**config.mk**
```make
export PLATFORM = sky130hd
export DESIGN_NAME = sadc_dev_flat
export DESIGN_NICKNAME = d
export VERILOG_FILES = /design/src/rtl/sadc_pkg.sv /design/src/rtl/sadc_link_if.sv /design/src/rtl/sadc_dev.sv /design/src/rtl/sadc_sync.sv /design/src/flat_wrapper.sv
export SDC_FILE = /design/constraint.sdc
export NUM_CORES = 1
export LEC_CHECK = 0
export BUFFER_PORTS_ARGS = -buffer_cell sky130_fd_sc_hd__buf_2
export CORE_MARGIN = 3
export CORE_UTILIZATION = 40
export CTS_CLUSTER_DIAMETER = 60
export CTS_CLUSTER_SIZE = 16
export DETAILED_ROUTE_END_ITERATION = 16
export PLACE_DENSITY = 0.7
export SKIP_CTS_REPAIR_TIMING = 1
export SLEW_MARGIN = 30
export SYNTH_ARGS = -nofsm -noshare
export SYNTH_HDL_FRONTEND = slang
export SYNTH_SLANG_ARGS = --single-unit
```
**constraint.sdc**
```tcl
create_clock -name core_clk -period 2.5 [get_ports core_clk]
set_input_delay 0.375 -clock core_clk [delete_from_list [all_inputs] [get_ports core_clk]]
set_output_delay 0.375 -clock core_clk [all_outputs]
set_load 0.01 [all_outputs]
```
**src/rtl/sadc_pkg.sv**
```systemverilog
// Purpose: Shared constants and types for the converter link, device and host ends
// Assumes: Core clock of 40 MHz on both ends
// Notes: Times are kept in their own unit; cycle counts derive from them
package sadc_pkg;
  localparam int RES_BITS = 12;
  localparam int CLK_NS = 25;
  // Serial cycle numbers within one conversion
  localparam logic [3:0] CYC_FIRST = 4'h1;
  localparam logic [3:0] CYC_RAISE_LAST = 4'hC;
  localparam logic [3:0] CYC_LSB = 4'hD;
  localparam logic [3:0] LSB_REPEAT = 4'hB;
  localparam logic [4:0] CYC_TOTAL = 5'h10;
  localparam logic [4:0] CYC_LSB_END = 5'h18;
  // Host timing, least times round up, longest round down
  localparam int ACQ_NS = 350;
  localparam int CVL_NS = 40;
  localparam int SCLK_HALF_NS = 150;
  localparam int CKP_MAX_NS = 5000;
  localparam int DRP_US = 5;
  localparam logic [4:0] ACQ_CYC = 5'((ACQ_NS + CLK_NS - 1) / CLK_NS);
  localparam logic [4:0] CVL_CYC = 5'((CVL_NS + CLK_NS - 1) / CLK_NS);
  localparam logic [4:0] ACQ_DONE = ACQ_CYC + CVL_CYC;
  localparam logic [2:0] HALF_CYC = 3'(SCLK_HALF_NS / CLK_NS);
  localparam int DRP_CYC = (DRP_US * 1000) / CLK_NS;
  localparam int CKP_MAX_CYC = CKP_MAX_NS / CLK_NS;
  // Device sequencing states
  typedef enum logic [2:0] {
    DST_SAMPLE = 3'b000,
    DST_HOLD = 3'b001,
    DST_CONVERSION_STROBE = 3'b010,
    DST_LSBF = 3'b011,
    DST_PDOWN = 3'b100
  } sadc_dst_e;
  // Host modes of one conversion
  typedef enum logic [1:0] {
    HM_NORMAL = 2'b00,
    HM_PDOWN = 2'b01,
    HM_LSBF = 2'b10,
    HM_SHORT = 2'b11
  } sadc_mode_e;
  typedef enum logic [0:0] {
    HST_IDLE = 1'b0,
    HST_RUN = 1'b1
  } sadc_hst_e;
endpackage : sadc_pkg

```
**src/rtl/sadc_link_if.sv**
```systemverilog
// Purpose: Serial link between host and converter device
// Assumes: Host drives strobe and serial clock, device drives a three-state data line
// Notes: The data wire is resolved here with a pull-up when nobody drives it
`timescale 1ns/100ps
interface sadc_link_if;
  logic conversion_strobe;
  logic sclk;
  logic data_o;
  logic data_oe_n;
  logic data_line;
  // Pull-up on the data wire; low enable means the device drives
  assign data_line = data_oe_n ? 1'b1 : data_o;
  modport dev (input conversion_strobe, input sclk, output data_o, output data_oe_n);
  modport host (output conversion_strobe, output sclk, input data_line);
endinterface : sadc_link_if

```
**src/rtl/sadc_dev.sv**
```systemverilog
// Purpose: Device end: conversion sequencing and serial output of a 12-bit converter
// Assumes: sample_code is the digitised input, stable in the core clock domain
// Notes: Strobe and serial clock are pins, synchronised before use
// What this block does
// - Strobe low through conversion powers down at 13
// - Stay powered down until strobe rises
// - Host holds strobe high for acquisition time
// - First conversion after wake-up is valid
// - Conversion plus sampling takes 16 clock periods
// - Raise by cycle 12, lower in 13: LSB-first
// - LSB-first resends result over next 11 clocks
// - LSB-first powers down, wakes on strobe high
// - Raise then early lower aborts the conversion
// - Strobe falling puts data line high impedance
// - Host keeps strobe high until bit latched
// - Result coded as straight unsigned binary
// - Host starts clock promptly, bounded clock period
// - SPI host drives strobe, clock, reads data
// - Hold taken on strobe falling edge itself
// - Host starts clock within 5 us
// - Conversion start drives data low, cycle one
`timescale 1ns/100ps
module sadc_dev (
  sadc_link_if.dev link,
  input wire logic core_clk,
  input wire logic reset_n,
  input wire logic [sadc_pkg::RES_BITS-1:0] sample_code,
  output logic [sadc_pkg::RES_BITS-1:0] result,
  output logic result_valid,
  output logic hold,
  output logic power_down,
  output logic lsb_mode,
  output logic aborted
);
  import sadc_pkg::*;

  // Output bit for cycle n of a normal frame: cycle 2 carries bit 11
  function automatic logic [3:0] msb_index(input logic [3:0] cyc);
    msb_index = 4'(CYC_LSB - cyc);
  endfunction : msb_index

  logic [1:0] pin_s;
  logic strobe_s;
  logic sclk_s;

  // Strobe and clock arrive from the host's domain
  sadc_sync #(.W(2)) sadc_sync_i (
    .core_clk(core_clk),
    .reset_n(reset_n),
    .din({link.conversion_strobe, link.sclk}),
    .dout(pin_s)
  );
  assign strobe_s = pin_s[1];
  assign sclk_s = pin_s[0];

  sadc_dst_e st_r, st_nxt;
  logic strobe_q_r, strobe_q_nxt;
  logic sclk_q_r, sclk_q_nxt;
  logic [3:0] cyc_r, cyc_nxt;
  logic [3:0] lsb_idx_r, lsb_idx_nxt;
  logic [RES_BITS-1:0] code_r, code_nxt;
  logic raised_r, raised_nxt;
  logic dout_r, dout_nxt;
  logic oe_n_r, oe_n_nxt;
  logic [RES_BITS-1:0] result_r, result_nxt;
  logic valid_r, valid_nxt;
  logic hold_r, hold_nxt;
  logic pd_r, pd_nxt;
  logic lsbm_r, lsbm_nxt;
  logic abort_r, abort_nxt;
  logic s_rise;
  logic s_fall;
  logic k_fall;

  // Edges found on the synchronised copies
  assign s_rise = strobe_s & ~strobe_q_r;
  assign s_fall = ~strobe_s & strobe_q_r;
  assign k_fall = ~sclk_s & sclk_q_r;

  // Next-state logic of the conversion sequencer
  always_comb begin
    st_nxt = st_r;
    strobe_q_nxt = strobe_s;
    sclk_q_nxt = sclk_s;
    cyc_nxt = cyc_r;
    lsb_idx_nxt = lsb_idx_r;
    code_nxt = code_r;
    raised_nxt = raised_r;
    dout_nxt = dout_r;
    oe_n_nxt = oe_n_r;
    result_nxt = result_r;
    valid_nxt = 1'b0;
    hold_nxt = hold_r;
    pd_nxt = pd_r;
    lsbm_nxt = lsbm_r;
    abort_nxt = 1'b0;
    case (st_r)
      DST_SAMPLE: begin
        // Sampling; D0 of the last frame was already dropped at the clock fall ending cycle 13
        if (k_fall) begin
          oe_n_nxt = 1'b1;
        end
        if (s_fall) begin
          st_nxt = DST_HOLD;
          hold_nxt = 1'b1;
          code_nxt = sample_code;
          oe_n_nxt = 1'b1;
          raised_nxt = 1'b0;
          cyc_nxt = '0;
        end
      end
      DST_HOLD: begin
        // Waiting for the first clock fall after the hold
        if (s_rise) begin
          hold_nxt = 1'b0;
        end
        if (s_fall) begin
          hold_nxt = 1'b1;
          code_nxt = sample_code;
          oe_n_nxt = 1'b1;
        end else if (k_fall && hold_r) begin
          st_nxt = DST_CONVERSION_STROBE;
          cyc_nxt = CYC_FIRST;
          oe_n_nxt = 1'b0;
          dout_nxt = 1'b0;
        end
      end
      DST_CONVERSION_STROBE: begin
        if (s_rise && cyc_r <= CYC_RAISE_LAST) begin
          raised_nxt = 1'b1;
        end
        if (s_rise && pd_r) begin
          // Woken inside cycle 13: back to sampling at once
          st_nxt = DST_SAMPLE;
          pd_nxt = 1'b0;
          hold_nxt = 1'b0;
          oe_n_nxt = 1'b1;
        end else if (s_fall && raised_r && cyc_r < CYC_LSB) begin
          // Short cycle: the fall is also the hold of a new sample
          st_nxt = DST_HOLD;
          abort_nxt = 1'b1;
          oe_n_nxt = 1'b1;
          code_nxt = sample_code;
          raised_nxt = 1'b0;
          cyc_nxt = '0;
        end else if (s_fall && raised_r) begin
          // Fall during cycle 13 selects the LSB-first resend
          st_nxt = DST_LSBF;
          lsbm_nxt = 1'b1;
          pd_nxt = 1'b1;
          oe_n_nxt = 1'b1;
          lsb_idx_nxt = 4'h1;
        end else if (k_fall && cyc_r < CYC_LSB) begin
          cyc_nxt = cyc_r + 4'h1;
          dout_nxt = code_r[msb_index(cyc_r + 4'h1)];
          if (cyc_r + 4'h1 == CYC_LSB) begin
            result_nxt = code_r;
            valid_nxt = 1'b1;
            if (!raised_r && !strobe_s) begin
              pd_nxt = 1'b1;
            end
          end
        end else if (k_fall) begin
          // End of cycle 13: release the line, then sample or sleep
          oe_n_nxt = 1'b1;
          hold_nxt = 1'b0;
          st_nxt = pd_r ? DST_PDOWN : DST_SAMPLE;
        end
      end
      DST_LSBF: begin
        if (s_rise) begin
          // Normal operation resumes as soon as the strobe is high
          st_nxt = DST_SAMPLE;
          pd_nxt = 1'b0;
          lsbm_nxt = 1'b0;
          hold_nxt = 1'b0;
          oe_n_nxt = 1'b1;
        end else if (k_fall && lsb_idx_r <= LSB_REPEAT) begin
          dout_nxt = code_r[lsb_idx_r];
          oe_n_nxt = 1'b0;
          lsb_idx_nxt = lsb_idx_r + 4'h1;
        end else if (k_fall) begin
          oe_n_nxt = 1'b1;
          st_nxt = DST_PDOWN;
        end
      end
      DST_PDOWN: begin
        // Nothing but a strobe rise leaves power-down; no dummy conversion follows
        if (s_rise) begin
          st_nxt = DST_SAMPLE;
          pd_nxt = 1'b0;
          lsbm_nxt = 1'b0;
          hold_nxt = 1'b0;
        end
      end
      default: begin
        st_nxt = DST_SAMPLE;
        oe_n_nxt = 1'b1;
        hold_nxt = 1'b0;
        pd_nxt = 1'b0;
      end
    endcase
  end

  // State registers of the sequencer
  always_ff @(posedge core_clk or negedge reset_n) begin
    if (!reset_n) begin
      st_r <= DST_SAMPLE;
      strobe_q_r <= 1'b0;
      sclk_q_r <= 1'b0;
      cyc_r <= '0;
      lsb_idx_r <= '0;
      code_r <= '0;
      raised_r <= 1'b0;
      dout_r <= 1'b0;
      oe_n_r <= 1'b1;
      result_r <= '0;
      valid_r <= 1'b0;
      hold_r <= 1'b0;
      pd_r <= 1'b0;
      lsbm_r <= 1'b0;
      abort_r <= 1'b0;
    end else begin
      st_r <= st_nxt;
      strobe_q_r <= strobe_q_nxt;
      sclk_q_r <= sclk_q_nxt;
      cyc_r <= cyc_nxt;
      lsb_idx_r <= lsb_idx_nxt;
      code_r <= code_nxt;
      raised_r <= raised_nxt;
      dout_r <= dout_nxt;
      oe_n_r <= oe_n_nxt;
      result_r <= result_nxt;
      valid_r <= valid_nxt;
      hold_r <= hold_nxt;
      pd_r <= pd_nxt;
      lsbm_r <= lsbm_nxt;
      abort_r <= abort_nxt;
    end
  end

  // All outputs straight from flip-flops
  assign link.data_o = dout_r;
  assign link.data_oe_n = oe_n_r;
  assign result = result_r;
  assign result_valid = valid_r;
  assign hold = hold_r;
  assign power_down = pd_r;
  assign lsb_mode = lsbm_r;
  assign aborted = abort_r;
endmodule : sadc_dev

```
**src/rtl/sadc_sync.sv**
```systemverilog
// Purpose: Two flip-flop synchroniser for pin inputs
// Assumes: Inputs are levels from outside the core clock domain
// Notes: Only the second stage may be read by logic
`timescale 1ns/100ps
module sadc_sync #(
  parameter int W = 1
) (
  input wire logic core_clk,
  input wire logic reset_n,
  input wire logic [W-1:0] din,
  output logic [W-1:0] dout
);
  logic [W-1:0] meta_r;
  logic [W-1:0] sync_r;
  // First stage feeds only the second stage
  always_ff @(posedge core_clk or negedge reset_n) begin
    if (!reset_n) begin
      meta_r <= '0;
      sync_r <= '0;
    end else begin
      meta_r <= din;
      sync_r <= meta_r;
    end
  end
  assign dout = sync_r;
endmodule : sadc_sync
```
**src/flat_wrapper.sv**
```systemverilog
// flat-port wrapper written by rule: the top's interface ports become plain ports
module sadc_dev_flat import sadc_pkg::*;
  (core_clk, reset_n, sample_code, result, result_valid, hold, power_down, lsb_mode, aborted, link_conversion_strobe, link_sclk, link_data_o, link_data_oe_n);
  sadc_link_if link_i ();
  input wire logic core_clk;
  input wire logic reset_n;
  input wire logic [sadc_pkg::RES_BITS-1:0] sample_code;
  output logic [sadc_pkg::RES_BITS-1:0] result;
  output logic result_valid;
  output logic hold;
  output logic power_down;
  output logic lsb_mode;
  output logic aborted;
  input wire logic [$bits(link_i.conversion_strobe)-1:0] link_conversion_strobe;
  input wire logic [$bits(link_i.sclk)-1:0] link_sclk;
  output wire logic [$bits(link_i.data_o)-1:0] link_data_o;
  output wire logic [$bits(link_i.data_oe_n)-1:0] link_data_oe_n;
  assign link_i.conversion_strobe = link_conversion_strobe;
  assign link_i.sclk = link_sclk;
  assign link_data_o = link_i.data_o;
  assign link_data_oe_n = link_i.data_oe_n;
  sadc_dev u_core (.link(link_i), .core_clk(core_clk), .reset_n(reset_n), .sample_code(sample_code), .result(result), .result_valid(result_valid), .hold(hold), .power_down(power_down), .lsb_mode(lsb_mode), .aborted(aborted));
endmodule
```
==> out/results.tsv <==
stage	metric	value	unit
run_status	status	completed	
detailed_routing	drt-pass1-iter-count	4	
timing	finalSetupViolations	0	
placement	dp_hpwl	4303	µm
critical_path	critPathLaunchType	register	
cells_and_area	final_core_util	48.16	%
cells_and_area	final_layout_size_suffix_gt1_share	33.21	%
cells_and_area	layout.cells.non_filler	357	
clock_network	htreeDepth	2	
critical_path	endpoint_kind	register	
placement	io_buffer_count	34	
placement	dp_cells	349	
die	rows	29	
synth	yosys_most_used_dff	dfrtp_1	
die	core-area	6459	µm²
cells_and_area	final_nets	300	
detailed_routing	wl	6008	µm
critical_path	cp.required	2.70	ns
critical_path	crit_chain	nor2b_1, a2111oi_4, nand2_2, nor2_4, mux2_2	
critical_path	crit_buf_inv	0	
die	die_area	7832	µm²
timing	tns	0	ns
cells_and_area	diodes	0	
timing	hold_viol	0	
detailed_routing	routedWlPerCell	16.83	µm
critical_path	cp_slowest_cell	dfrtp_1	
grt	grt_use_total	16.59	%
timing	slew_headroom	59.61	%
timing	whs	0.1533	ns
detailed_routing	dr_total_vias	2062	
cells_and_area	nFillCells	591	
timing	fin_crit_sh	91.26	%
detailed_routing	drc	0	
critical_path	critPathMaxStageDelay	0.55	ns
clock_network	cts-root-buf	clkbuf_8	
synth	syn_area_per_cell	11.11	µm²
clock_network	clockBufferDepth	2	
power_and_ir_drop	p_leak	1.403	nW
clock_network	clk_pin_slew	0.10	ns
power_and_ir_drop	peakVddDrop	0.4969	mV
synth	ys_types	59	
timing	slew_violations	0	
detailed_routing	drtIter0Drc	283	
detailed_routing	detail-route-antenna-nets	0	
cells_and_area	syn2layout_area_growth	14.25	%
grt	grt_max_degree	50	
clock_network	cts_sinks	49	
die	top_level_ports	35	
detailed_routing	viasPerCell	5.776	
synth	synth-seq-area-share	45.08	%
synth	ys_seq_elements	49	
synth	syn_area	2723	µm²
grt	grt_remaining_overflow	0	
timing	post-route-min-period	2.281	ns
clock_network	numCtsBuffers	5	
clock_network	clk_latency	0.31	ns
critical_path	crit_fanout	13	
critical_path	path_depth	5	
grt	grt_pass1_wl	10160	µm
die	dieWidth	88.50	µm
power_and_ir_drop	pwr_density_cell	1007	nW/µm²
timing	finalClockSkew	0.004940	ns
critical_path	worst-r2r-cell-count	5	
timing	clock.fmax	438.3	MHz
die	dieHeight	88.50	µm
critical_path	cpLargestDelayFamily	simple AND/OR/NAND/NOR gates	
placement	gp_congestion	0.9350	
grt	grt_pass1_vias	2051	
timing	grt_setup_unrepaired	no	
synth	async_flop_share	100.0	%
grt	antenna_found_initial	0	
min_path	min_path_type	input port to async pin	
synth	syn-num-nets	266	
synth	synthCells	245	
critical_path	arrival	2.48	ns
critical_path	critPathKind	register to register	
synth	synth_warnings	0	
job	maxCapViolCount	0	
die	initial_utilization	42.15	%
clock_network	cts_tree	built	
synth	synth_edf_count	0	
timing	worst_slew_pin_slew	0.6046	ns
## kinds of logic (layout without fill, tap and decap cells)
| family | count (synthesis) | in the layout | synth area share [%] |
|---|---|---|---|
| simple gates | 63 | 63 | 13.47 |
| compound gates | 61 | 61 | 16.50 |
| flops | 49 | 49 | 45.08 |
| mux | 38 | 38 | 17.60 |
| buf+inv | 26 | 61 | 4.090 |
| fa+ha+maj | 5 | 5 | 2.298 |
| xor+xnor | 3 | 3 | 0.9652 |
## synthesized netlist by cell type, drive strengths merged, types with 2 or more instances
library cell	count	area share [%]
mux4	5	4.1
buf	6	1.3
or3	2	0.46
ha	5	2.3
and3b	4	1.3
nor3	5	1.1
a21oi	11	2.0
dfrtp	48	44
xnor2	2	0.64
nor3b	3	0.83
o2111ai	3	0.97
nand3	7	1.3
nand2b	7	1.6
nor2	14	2.2
o21ai	10	1.8
a211o	2	0.64
a31oi	6	1.4
a211oi	2	0.55
nand2	7	1.1
o41ai	2	0.64
o22ai	2	0.46
nor2b	5	1.1
mux2	29	12
o31ai	4	1.1
mux2i	4	1.5
nand3b	4	1.1
clkbuf	13	1.8
inv	7	0.97
## cells in the final DEF (no fill, tap or decap), types with 2 or more instances in the layout
master,n
a21oi_1,11
nor3_1,4
buf_2,34
o21ai_0,10
o22ai_1,2
a211o_1,2
mux4_2,5
o2111ai_1,3
xnor2_1,2
mux2_1,2
mux2_2,27
ha_1,5
nand2b_1,7
a211oi_1,2
inv_1,7
and3b_1,4
nand3_1,7
buf_4,12
nor2_1,13
o31ai_1,4
mux2i_1,4
dfrtp_1,48
a31oi_1,6
nand2_1,6
inv_6,2
clkbuf_8,5
o41ai_1,2
or3_1,2
nand3b_1,4
nor3b_1,3
nor2b_1,5
## area by class of cell
class,instances,area (µm²),area share [%]
multi-input combinational,170,1384,44.49
inverter,7,26.28,0.8447
timing repair buffer,46,260.3,8.367
sequential,49,1227,39.46
clock buffer,5,68.82,2.212
clock inverter,3,47.55,1.529
tap,77,96.34,3.097
## through the flow
stage,area [µm²],power [W],worst slack (ns)
global placement,2994,0.002509,0.2427
finish,3110,0.003132,0.2186
CTS,3110,0.003146,0.2252
detailed placement,2994,0.002540,0.2547
global route,3110,0.003353,0.08159
floorplan,2723,0.002189,0.07266
## report_power, final
| group | total [W] | internal (W) | leakage [nW] | switching, W |
|---|---|---|---|---|
| combinational | 0.00131 | 0.000667 | 0.720 | 0.000647 |
| sequential | 0.00122 | 0.000995 | 0.624 | 0.000222 |
| clock | 0.000602 | 0.000306 | 0.0591 | 0.000296 |
| total | 0.00313 | 0.00197 | 1.40 | 0.00116 |
## sequential cells by signal (all words and copies together), names as in the netlist, 2 cells and up
name and cells:
u_core.code_r 12, u_core.result 12, u_core.cyc_r 4, u_core.lsb_idx_r 4, u_core.st_r 3, u_core.sadc_sync_i.dout 2
u_core.sadc_sync_i.meta_r 2
## per-layer routing
layer  up-vias  global-route usage, %  part of all wire [%]
li1        980                      -                     -
met3         7                  4.004                   6.8
met5         -                      0                     0
met2        75                  26.78                    47
met1      1000                  22.58                    45
met4         0                  4.258                   1.2
## final timing paths
| kind | start | to | slack, ns |
|---|---|---|---|
| setup / recovery | u_core.strobe_q_r | u_core.result[0] | 0.22 |
| hold / removal | reset_n | u_core.st_r[1] | 0.15 |
| setup reg to reg | u_core.strobe_q_r | u_core.result[0] | 0.22 |
| hold reg to reg | u_core.sadc_sync_i.meta_r[1] | u_core.sadc_sync_i.dout[1] | 0.36 |
| max in group asynchronous | reset_n | u_core.code_r[1] | 1.94 |
| min in group core_clk | link_sclk | u_core.sadc_sync_i.meta_r[0] | 0.16 |
Note: power is estimated with default switching activity, not from simulation.
